### src/include/ckg_pkg.sv
// Shared constants, register map and types of the clock generator control bank
package ckg_pkg;

	// -------------------------------------------------------------
	// Serial link constants
	// -------------------------------------------------------------
	localparam logic [6:0] SLV_ADDR      = 7'h69;   // Eight-bit form 0xd2 without the direction bit
	localparam int         CMD_BYTE_BIT  = 7;       // Command bit choosing single-byte access
	localparam logic [7:0] BLK_RD_COUNT  = 8'h0f;   // Count sent first on a block read
	localparam logic [3:0] BITS_PER_BYTE = 4'h8;    // Data bits before each acknowledge
	localparam logic [3:0] ACKED_MARK    = 4'h9;    // Bit counter value after master acknowledge

	// -------------------------------------------------------------
	// Register offsets
	// -------------------------------------------------------------
	localparam logic [6:0] NUM_REGS = 7'h09;        // Implemented bytes 0 to 8
	localparam logic [6:0] OFS_FREQ = 7'h00;        // freq_and_source_control
	localparam logic [6:0] OFS_SPRD = 7'h01;        // spread_type_and_pll_config
	localparam logic [6:0] OFS_REFE = 7'h02;        // refclk_enable_control
	localparam logic [6:0] OFS_RSV3 = 7'h03;        // reserved_control_three
	localparam logic [6:0] OFS_OUTE = 7'h04;        // output_and_spread_enables
	localparam logic [6:0] OFS_RSV5 = 7'h05;        // reserved_control_five
	localparam logic [6:0] OFS_SLEW = 7'h06;        // slew_middle_bits
	localparam logic [6:0] OFS_IDNT = 7'h07;        // revision_and_maker_code
	localparam logic [6:0] OFS_PART = 7'h08;        // part_code_and_video_enables

	// -------------------------------------------------------------
	// Field positions
	// -------------------------------------------------------------
	localparam int BIT_FREQ   = 7;                  // Byte 0: sampled frequency strap
	localparam int BIT_MGMT   = 4;                  // Byte 0: management clock mode
	localparam int BIT_SRCSEL = 2;                  // Byte 0: SRC root source
	localparam int BIT_SATSEL = 1;                  // Byte 0: SATA root source
	localparam int BIT_KEEP   = 0;                  // Byte 0: keep config at power-down
	localparam int BIT_ASPT   = 6;                  // Byte 1: first PLL spread type
	localparam int BIT_CSPT   = 5;                  // Byte 1: third PLL spread type
	localparam int CFG_MSB    = 4;                  // Byte 1: third PLL config field top
	localparam int CFG_LSB    = 1;                  // Byte 1: third PLL config field bottom
	localparam int BIT_REFOE  = 7;                  // Byte 2: reference output enable
	localparam int OE_MSB     = 6;                  // Byte 4: SATA enable down to spread enables
	localparam int BIT_REFSL  = 5;                  // Byte 6: reference slew middle bit
	localparam int BIT_V27SL  = 3;                  // Byte 6: 27MHz slew middle bit
	localparam int PART_LSB   = 4;                  // Byte 8: part code nibble bottom
	localparam int BIT_V27P   = 1;                  // Byte 8: plain 27MHz enable
	localparam int BIT_V27S   = 0;                  // Byte 8: spread 27MHz enable

	// -------------------------------------------------------------
	// Power-up values and writable masks, byte 8 first
	// -------------------------------------------------------------
	localparam logic [8:0][7:0] REG_RESET = {8'h03, 8'h00, 8'h00, 8'h00, 8'hff,
	                                         8'hff, 8'hff, 8'h85, 8'h21};
	localparam logic [8:0][7:0] REG_WMASK = {8'h03, 8'h00, 8'h28, 8'h00, 8'h7f,
	                                         8'h00, 8'h80, 8'h7e, 8'h17};

	// -------------------------------------------------------------
	// Synchroniser lanes
	// -------------------------------------------------------------
	localparam int SYN_W     = 5;
	localparam int SYN_SCL   = 0;
	localparam int SYN_SDA   = 1;
	localparam int SYN_PDN   = 2;
	localparam int SYN_STRAP = 3;
	localparam int SYN_PGOOD = 4;

	// -------------------------------------------------------------
	// Types
	// -------------------------------------------------------------
	typedef enum logic [2:0] {
		S_IDLE    = 3'b000,
		S_RX      = 3'b001,
		S_ACK_OUT = 3'b010,
		S_TX      = 3'b011,
		S_ACK_IN  = 3'b100
	} ckg_state_type;

	typedef enum logic [1:0] {
		R_ADDR  = 2'b00,
		R_CMD   = 2'b01,
		R_COUNT = 2'b10,
		R_DATA  = 2'b11
	} ckg_role_type;

	typedef struct packed {
		ckg_state_type   state;
		ckg_role_type    role;
		logic [3:0]      bitcnt;
		logic [7:0]      shreg;
		logic [6:0]      ptr;
		logic            byte_mode;
		logic            tx_count;
		logic            load_tx;
		logic            sda_oe;
		logic            sda_o;
		logic            strap;
		logic            strap_done;
		logic            cfg_apply;
		logic [8:0][7:0] regs;
	} ckg_bank_type;

endpackage
### src/core/ckg_ctrl_regs.sv
// Control and identification register bank of the clock generator, with its serial slave
`timescale 1ns/1ps

// Overview of operation
// - Byte 0 bit 7 shows sampled strap, read-only
// - Byte 0 bit 4 management clock mode, reset 0
// - Byte 0 bit 2 picks SRC root PLL
// - Byte 0 bit 1 picks SATA root source
// - Power-down clears config unless keep bit set
// - Byte 1 bits 6,5 choose spread type
// - Third PLL config applies only when bit2 clear
// - Byte 2 bit 7 enables reference output
// - Byte 4 bits 6..2 enable five outputs
// - Byte 4 bits 1,0 enable PLL spreading
// - Byte 6 bit 5 reference slew middle bit
// - Byte 6 bit 3 27MHz slew middle bit
// - Byte 8 bits 1,0 enable video 27MHz outputs
// - Serial access at D2h, byte or block
// - All registers take defaults at power-up
module ckg_ctrl_regs
	import ckg_pkg::*;
#(
	parameter logic [3:0] REV_CODE  = 4'h3,  // Arbitrary value
	parameter logic [3:0] MAKER_CODE = 4'h5, // Arbitrary value
	parameter logic [3:0] PART_CODE = 4'h6   // Arbitrary value
) (
	// Clock and reset
	input  wire logic       clk,
	input  wire logic       arst_n,
	// Serial link pins
	input  wire logic       scl_in,
	input  wire logic       sda_in,
	output logic            sda_out,
	output logic            sda_oe,
	// Board pins
	input  wire logic       freq_strap,
	input  wire logic       clk_power_good,
	input  wire logic       powerdown_n,
	// Frequency and source controls
	output logic            cpu_freq_is_100,
	output logic            mgmt_clock_mode,
	output logic            src_root_select,
	output logic            sata_root_select,
	output logic            powerdown_keep_config,
	// PLL controls
	output logic            pll_a_spread_type,
	output logic            pll_c_spread_type,
	output logic [3:0]      pll_c_cfg_table,
	output logic            pll_c_cfg_apply,
	output logic            pll_a_spread_enable,
	output logic            pll_c_spread_enable,
	// Output enables
	output logic            refclk_out_enable,
	output logic            sata_clk_out_enable,
	output logic            pcie_ref_out_enable,
	output logic            video96_out_enable,
	output logic            host_clk_b_out_enable,
	output logic            host_clk_a_out_enable,
	output logic            video27_plain_out_enable,
	output logic            video27_spread_out_enable,
	// Slew middle bits
	output logic            refclk_slew_mid,
	output logic            video27_slew_mid
);

	// -------------------------------------------------------------
	// Declarations
	// -------------------------------------------------------------
	localparam ckg_bank_type BANK_RESET = '{
		state: S_IDLE, role: R_ADDR, bitcnt: 4'h0, shreg: 8'h00, ptr: 7'h00,
		byte_mode: 1'b0, tx_count: 1'b0, load_tx: 1'b0, sda_oe: 1'b0, sda_o: 1'b0,
		strap: 1'b0, strap_done: 1'b0, cfg_apply: 1'b1, regs: REG_RESET};

	ckg_bank_type     cur_ff;     // Whole block state
	ckg_bank_type     nxt_ff;     // Its next value
	logic [SYN_W-1:0] syn_s;      // Synchronised pins
	logic [SYN_W-1:0] syn_d;      // Same, one clock later
	logic             scl_rise;   // Clock line went high
	logic             scl_fall;   // Clock line went low
	logic             start_det;  // Data falls while clock high
	logic             stop_det;   // Data rises while clock high
	logic             pd_clear;   // Power-down without keep
	logic             rx_done;    // Eighth bit taken, ack slot begins
	logic             addr_miss;  // Address byte not ours
	logic             wr_fire;    // Data byte lands in a register
	logic             do_load;    // Next transmit byte is loaded
	logic [7:0]       wr_data;    // Byte being written
	logic [7:0]       tx_byte;    // Byte to send next

	// -------------------------------------------------------------
	// Read-back of one byte
	// -------------------------------------------------------------
	// Fixed codes and the strap overlay the stored copy here
	function automatic logic [7:0] rd_byte(input logic [6:0] ofs, input logic [8:0][7:0] regs,
	                                       input logic strap);
		logic [7:0] b;
		b = 8'h00;
		if (ofs < NUM_REGS) begin
			b = regs[ofs[3:0]];
		end
		if (ofs == OFS_FREQ) begin
			b[BIT_FREQ] = strap;
		end
		if (ofs == OFS_IDNT) begin
			b = {REV_CODE, MAKER_CODE};
		end
		if (ofs == OFS_PART) begin
			b[7:PART_LSB] = PART_CODE;
		end
		return b;
	endfunction

	// -------------------------------------------------------------
	// Pin synchronisers
	// -------------------------------------------------------------
	ckg_sync #(
		.W (SYN_W)
	) u_sync (
		.clk      (clk),
		.arst_n   (arst_n),
		.async_in ({clk_power_good, freq_strap, powerdown_n, sda_in, scl_in}),
		.sync_out (syn_s),
		.sync_dly (syn_d)
	);

	// Line events from the settled copies
	assign scl_rise  = syn_s[SYN_SCL] & ~syn_d[SYN_SCL];
	assign scl_fall  = ~syn_s[SYN_SCL] & syn_d[SYN_SCL];
	assign start_det = syn_s[SYN_SCL] & syn_d[SYN_SCL] & syn_d[SYN_SDA] & ~syn_s[SYN_SDA];
	assign stop_det  = syn_s[SYN_SCL] & syn_d[SYN_SCL] & ~syn_d[SYN_SDA] & syn_s[SYN_SDA];
	assign pd_clear  = ~syn_s[SYN_PDN] & ~cur_ff.regs[OFS_FREQ][BIT_KEEP];
	assign rx_done   = (cur_ff.state == S_RX) & scl_fall & (cur_ff.bitcnt == BITS_PER_BYTE);
	assign addr_miss = rx_done & (cur_ff.role == R_ADDR) & (cur_ff.shreg[7:1] != SLV_ADDR);
	assign wr_data   = cur_ff.shreg;
	assign tx_byte   = cur_ff.tx_count ? BLK_RD_COUNT : rd_byte(cur_ff.ptr, cur_ff.regs, cur_ff.strap);

	// -------------------------------------------------------------
	// Next-state logic
	// -------------------------------------------------------------
	always_comb begin
		nxt_ff  = cur_ff;
		wr_fire = 1'b0;
		do_load = 1'b0;
		// One-shot strap capture at first power-good
		if (syn_s[SYN_PGOOD] && !cur_ff.strap_done) begin
			nxt_ff.strap      = syn_s[SYN_STRAP];
			nxt_ff.strap_done = 1'b1;
		end
		// Serial slave sequence
		unique case (cur_ff.state)
			S_IDLE: begin
				nxt_ff.sda_oe = 1'b0;
			end
			S_RX: begin
				if (scl_rise) begin
					// Data is sampled while the clock is high
					nxt_ff.shreg  = {cur_ff.shreg[6:0], syn_s[SYN_SDA]};
					nxt_ff.bitcnt = cur_ff.bitcnt + 4'h1;
				end else if (rx_done) begin
					nxt_ff.bitcnt  = 4'h0;
					nxt_ff.state   = S_ACK_OUT;
					nxt_ff.sda_oe  = 1'b1;
					nxt_ff.load_tx = 1'b0;
					unique case (cur_ff.role)
						R_ADDR: begin
							if (addr_miss) begin
								// Not addressed: stay off the line until next start
								nxt_ff.state  = S_IDLE;
								nxt_ff.sda_oe = 1'b0;
							end else if (cur_ff.shreg[0]) begin
								nxt_ff.load_tx  = 1'b1;
								nxt_ff.tx_count = ~cur_ff.byte_mode;
							end else begin
								nxt_ff.role = R_CMD;
							end
						end
						R_CMD: begin
							// Byte access takes its offset, block access starts at zero
							nxt_ff.byte_mode = cur_ff.shreg[CMD_BYTE_BIT];
							nxt_ff.ptr  = cur_ff.shreg[CMD_BYTE_BIT] ? cur_ff.shreg[6:0] : 7'h00;
							nxt_ff.role = cur_ff.shreg[CMD_BYTE_BIT] ? R_DATA : R_COUNT;
						end
						R_COUNT: begin
							// Block count is acknowledged and not needed
							nxt_ff.role = R_DATA;
						end
						R_DATA: begin
							wr_fire    = 1'b1;
							nxt_ff.ptr = cur_ff.ptr + 7'h01;
						end
					endcase
				end
			end
			S_ACK_OUT: begin
				if (scl_fall) begin
					nxt_ff.sda_oe = 1'b0;
					if (cur_ff.load_tx) begin
						do_load = 1'b1;
					end else begin
						nxt_ff.state  = S_RX;
						nxt_ff.bitcnt = 4'h0;
					end
				end
			end
			S_TX: begin
				if (scl_fall) begin
					if (cur_ff.bitcnt == BITS_PER_BYTE) begin
						// Release for the master's acknowledge
						nxt_ff.sda_oe = 1'b0;
						nxt_ff.state  = S_ACK_IN;
						nxt_ff.bitcnt = 4'h0;
					end else begin
						nxt_ff.sda_oe = ~cur_ff.shreg[7];
						nxt_ff.shreg  = {cur_ff.shreg[6:0], 1'b0};
						nxt_ff.bitcnt = cur_ff.bitcnt + 4'h1;
					end
				end
			end
			S_ACK_IN: begin
				if (scl_rise) begin
					// Not acknowledged ends the read
					if (syn_s[SYN_SDA]) begin
						nxt_ff.state = S_IDLE;
					end else begin
						nxt_ff.bitcnt = ACKED_MARK;
					end
				end else if (scl_fall && cur_ff.bitcnt == ACKED_MARK) begin
					do_load = 1'b1;
				end
			end
			default: begin
				nxt_ff.state  = S_IDLE;
				nxt_ff.sda_oe = 1'b0;
			end
		endcase
		// Load a transmit byte and put its first bit out
		if (do_load) begin
			nxt_ff.state  = S_TX;
			nxt_ff.sda_oe = ~tx_byte[7];
			nxt_ff.shreg  = {tx_byte[6:0], 1'b0};
			nxt_ff.bitcnt = 4'h1;
			if (cur_ff.tx_count) begin
				nxt_ff.tx_count = 1'b0;
			end else begin
				nxt_ff.ptr = cur_ff.ptr + 7'h01;
			end
		end
		// Start and stop override any phase; repeated start keeps the offset
		if (start_det) begin
			nxt_ff.state  = S_RX;
			nxt_ff.role   = R_ADDR;
			nxt_ff.bitcnt = 4'h0;
			nxt_ff.sda_oe = 1'b0;
		end else if (stop_det) begin
			nxt_ff.state  = S_IDLE;
			nxt_ff.sda_oe = 1'b0;
		end
		// Only writable bits change; reserved ones keep power-up values
		if (wr_fire && cur_ff.ptr < NUM_REGS) begin
			nxt_ff.regs[cur_ff.ptr[3:0]] = (cur_ff.regs[cur_ff.ptr[3:0]] & ~REG_WMASK[cur_ff.ptr[3:0]]) |
			                               (wr_data & REG_WMASK[cur_ff.ptr[3:0]]);
		end
		// Power-down without keep drops back to defaults, writes lose
		if (pd_clear) begin
			nxt_ff.regs = REG_RESET;
		end
		// Config field is live only with the first PLL as SRC root
		nxt_ff.cfg_apply = ~nxt_ff.regs[OFS_FREQ][BIT_SRCSEL];
	end

	// State register; defaults loaded at power-up
	always_ff @(posedge clk or negedge arst_n) begin
		if (!arst_n) begin
			cur_ff <= BANK_RESET;
		end else begin
			cur_ff <= nxt_ff;
		end
	end

	// -------------------------------------------------------------
	// Outputs, all straight from the state register
	// -------------------------------------------------------------
	assign sda_out                   = cur_ff.sda_o;
	assign sda_oe                    = cur_ff.sda_oe;
	assign cpu_freq_is_100           = cur_ff.strap;
	assign mgmt_clock_mode           = cur_ff.regs[OFS_FREQ][BIT_MGMT];
	assign src_root_select           = cur_ff.regs[OFS_FREQ][BIT_SRCSEL];
	assign sata_root_select          = cur_ff.regs[OFS_FREQ][BIT_SATSEL];
	assign powerdown_keep_config     = cur_ff.regs[OFS_FREQ][BIT_KEEP];
	assign pll_a_spread_type         = cur_ff.regs[OFS_SPRD][BIT_ASPT];
	assign pll_c_spread_type         = cur_ff.regs[OFS_SPRD][BIT_CSPT];
	assign pll_c_cfg_table           = cur_ff.regs[OFS_SPRD][CFG_MSB:CFG_LSB];
	assign pll_c_cfg_apply           = cur_ff.cfg_apply;
	assign refclk_out_enable         = cur_ff.regs[OFS_REFE][BIT_REFOE];
	assign sata_clk_out_enable       = cur_ff.regs[OFS_OUTE][OE_MSB];
	assign pcie_ref_out_enable       = cur_ff.regs[OFS_OUTE][OE_MSB-1];
	assign video96_out_enable        = cur_ff.regs[OFS_OUTE][OE_MSB-2];
	assign host_clk_b_out_enable     = cur_ff.regs[OFS_OUTE][OE_MSB-3];
	assign host_clk_a_out_enable     = cur_ff.regs[OFS_OUTE][OE_MSB-4];
	assign pll_a_spread_enable       = cur_ff.regs[OFS_OUTE][OE_MSB-5];
	assign pll_c_spread_enable       = cur_ff.regs[OFS_OUTE][OE_MSB-6];
	assign refclk_slew_mid           = cur_ff.regs[OFS_SLEW][BIT_REFSL];
	assign video27_slew_mid          = cur_ff.regs[OFS_SLEW][BIT_V27SL];
	assign video27_plain_out_enable  = cur_ff.regs[OFS_PART][BIT_V27P];
	assign video27_spread_out_enable = cur_ff.regs[OFS_PART][BIT_V27S];
endmodule // ckg_ctrl_regs

### src/core/ckg_sync.sv
// Two-stage synchroniser with one extra delayed copy for edge detection
`timescale 1ns/1ps

module ckg_sync #(
	parameter int W = 5
) (
	// Clock and reset
	input  wire logic         clk,
	input  wire logic         arst_n,
	// Asynchronous inputs
	input  wire logic [W-1:0] async_in,
	// Synchronised and delayed copies
	output logic      [W-1:0] sync_out,
	output logic      [W-1:0] sync_dly
);

	// -------------------------------------------------------------
	// State
	// -------------------------------------------------------------
	typedef struct packed {
		logic [W-1:0] meta;  // First stage, read only by second
		logic [W-1:0] sync;  // Second stage
		logic [W-1:0] dly;   // Copy one clock later
	} ckg_sync_type;

	ckg_sync_type cur_ff;
	ckg_sync_type nxt_ff;

	// Shift every stage along
	always_comb begin
		nxt_ff      = cur_ff;
		nxt_ff.meta = async_in;
		nxt_ff.sync = cur_ff.meta;
		nxt_ff.dly  = cur_ff.sync;
	end

	// Constant reset only; the pins are caught after release
	always_ff @(posedge clk or negedge arst_n) begin
		if (!arst_n) begin
			cur_ff <= '0;
		end else begin
			cur_ff <= nxt_ff;
		end
	end

	assign sync_out = cur_ff.sync;
	assign sync_dly = cur_ff.dly;

endmodule // ckg_sync

### config.mk
export PLATFORM = sky130hd
export DESIGN_NAME = ckg_ctrl_regs
export DESIGN_NICKNAME = d
export VERILOG_FILES = /design/src/include/ckg_pkg.sv /design/src/core/ckg_ctrl_regs.sv /design/src/core/ckg_sync.sv
export SDC_FILE = /design/constraint.sdc
export NUM_CORES = 1
export LEC_CHECK = 0
export ABC_AREA = 1
export ABC_CLOCK_PERIOD_IN_PS = 4800
export BUFFER_PORTS_ARGS = -buffer_cell sky130_fd_sc_hd__buf_2
export CORE_MARGIN = 5
export CORE_UTILIZATION = 60
export DETAILED_ROUTE_END_ITERATION = 10
export GPL_ROUTABILITY_DRIVEN = 0
export PLACE_DENSITY = 0.78
export SLEW_MARGIN = 10
export SYNTH_ARGS = -nofsm -noshare
export SYNTH_HDL_FRONTEND = slang
export SYNTH_HIERARCHICAL = 1
export SYNTH_SLANG_ARGS = --single-unit
export TNS_END_PERCENT = 50
### constraint.sdc
create_clock -name clk -period 4.8 [get_ports clk]
set_input_delay 0.72 -clock clk [delete_from_list [all_inputs] [get_ports clk]]
set_output_delay 0.72 -clock clk [all_outputs]
set_load 0.005 [all_outputs]
==> run metrics <==
Worst setup SP type register; CTS tree built; post-synthesis cell count 880; f_max 0.346 GHz; Avg Inst Size Synth 7.42 um2; Final setup viols 0; Pwr Density 376 nW/um2; setup TNS 0 ps; Ports 33; CP endpoint kind register; critical path fanouts, max 40; status completed; CTS-repair resized insts 0; ratio of cells with drive above 1 in the final layout between 15 and 20%; Post-Syn Area 6530 um2; critical path required time 5280 ps; Final Hold Viols 0; critical path type register to register; class of the worst hold path input pin to register; die width 114 um; CTS Buffer Depth 2; hold_buf cts 0; Core Box Area 10700 um2; area of the multi-input gates 2940 um2; final instance area 7250 um2; filler cell count 930; latest clock arrival within the worst-skew pair 540 ps; DIE AREA 13100 um2; Vias/cell 5.62; Initial Util around three fifths; critical path buffer and inverter count 3; Seq pwr share 39.7%; Vias 5925; # DRC 0; Final Max Tran Viols 0; Slew HR 28.8%; Net Sw Frac 30.5%; grt total ovfl 0; H-tree Lvls 4; vias in the first global route between 5k and 6k; Sink Count 115; storage element area 2920 um2; pin count of the biggest net entering global routing 86; Slowest-stage cell, CP o21ai_1; Comb pwr share ~15%; DP Area ~6700 um2; Antenna Cells 0; Iteration-0 DRC Markers 775; syn nets 898; area delta synth->final 10.9%; Warnings, synthesis 6; Reg clk slew, reported paths 60 ps; RSZ-0062 raised after global routing no; antenna violations before repair 0; Die H 114 um; minimum clock period 2890 ps; Placement Rows 38; P_sw 830 uW; delay of the slowest cell on the worst path 790 ps; WL/cell 16.2 um; Setup Fix Bufs, Post-CTS 0; Worst EP arrival 3370 ps; leak pwr approximately 3.5 nW; Overall Global Routing Usage 28.2%; proportion of power drawn by the clock network 45.3%; dpl hpwl 11600 um; Worst-Margin Slew 1070 ps; layout net count between 900 and 1k; CP most frequent cell nand2_1; CTS Buf Count 17; worst-path cell chain buf_4 -> inv_2 -> ha_1 -> nand2_1 -> o21ai_0 -> nor2_1 -> o21ai_1 -> nand2_1 -> nand2_1 -> inv_1; Pint between 1.5 and 2 mW; root buf cell clkbuf_8; Inst Count DP 1023; Peak VDD IR 0.323 mV; wire length of the first global-routing pass 28600 um; period utilization about three fifths; Total Wirelength 17100 um; Crit path max-delay family compound AO/OA/AOI/OAI gates; skew final approximately 9.4 ps; drt pass-1 iters 7; Final Power 2.72 mW; final std cells w/o fill 1055; post-route ant nets 0; I/O Buffers 31; max_cap viols 0
## cell type report
cell class	instances	area share, %
Multi-Input combinational cell	616	40.6
Tap cell	140	2.42
Clock buffer	18	5.91
Inverter	119	6.29
Sequential cell	115	40.3
Clock inverter	14	2.12
Timing Repair Buffer	33	2.38
## per-layer routing
layer  up-vias  global-route usage (%)  wire length (um)
li1       2820                       -                 -
met1      2785                    36.4              7160
met2       276                    44.7              7900
met3        44                    7.29              1470
met4         0                    12.6               529
met5         -                       0                 0
## power groups by stage
stage          Sequential (mW)  Combinational, mW  Clock (mW)
6_report                  1.08              0.408        1.23
4_1_cts                   1.08              0.402        1.24
2_1_floorplan             1.08              0.283           0
3_5_place_dp              1.10              0.396           0
3_3_place_gp              1.10              0.389           0
5_1_grt                   1.09              0.460        1.29
## cells in the final DEF (no fill, tap or decap), types with 16 or more instances in the layout
| cell | n |
|---|---|
| inv_2 | 16 |
| nor2_1 | 81 |
| buf_2 | 30 |
| nand3_1 | 63 |
| dfstp_2 | 32 |
| clkbuf_16 | 16 |
| o21ai_0 | 36 |
| nand2_1 | 276 |
| o21ai_1 | 49 |
| a21oi_1 | 32 |
| inv_1 | 98 |
| dfrtp_1 | 83 |
## final timing paths
path,from,depth (start not counted),slack (ps),to
worst max-delay path,cur_ff[80]$_DFF_PN0_,10,1910,pll_a_spread_enable$_DFFE_PN1P_
worst min-delay path,scl_in,1,290,u_sync/cur_ff[10]$_DFF_PN0_
worst max register to register,cur_ff[80]$_DFF_PN0_,10,1910,pll_a_spread_enable$_DFFE_PN1P_
worst min register to register,u_sync/cur_ff[10]$_DFF_PN0_,0,350,u_sync/sync_out[0]$_DFF_PN0_
max in group asynchronous,arst_n,2,3340,host_clk_a_out_enable$_DFFE_PN1P_
min in group asynchronous,arst_n,1,340,cur_ff[52]$_DFFE_PN0P_
## sequential cells by signal, indices dropped and copies added (netlist names), 2 cells and up
name,cells
u_sync/sync_out,5
u_sync/sync_dly,2
pll_c_cfg_table,4
wr_data,8
cur_ff,70
u_sync/cur_ff,5
## metrics by stage
step	setup WS [ps]	utilization [%]	hold WS, ps
final	1910	67.4	286
after global routing	1700	67.4	266
after CTS	2020	67.4	268
after detailed placement	2030	62.0	337
after global placement	2110	62.0	336
after floorplan	2960	-	331
No activity file was read; power rests on OpenSTA's default activity.
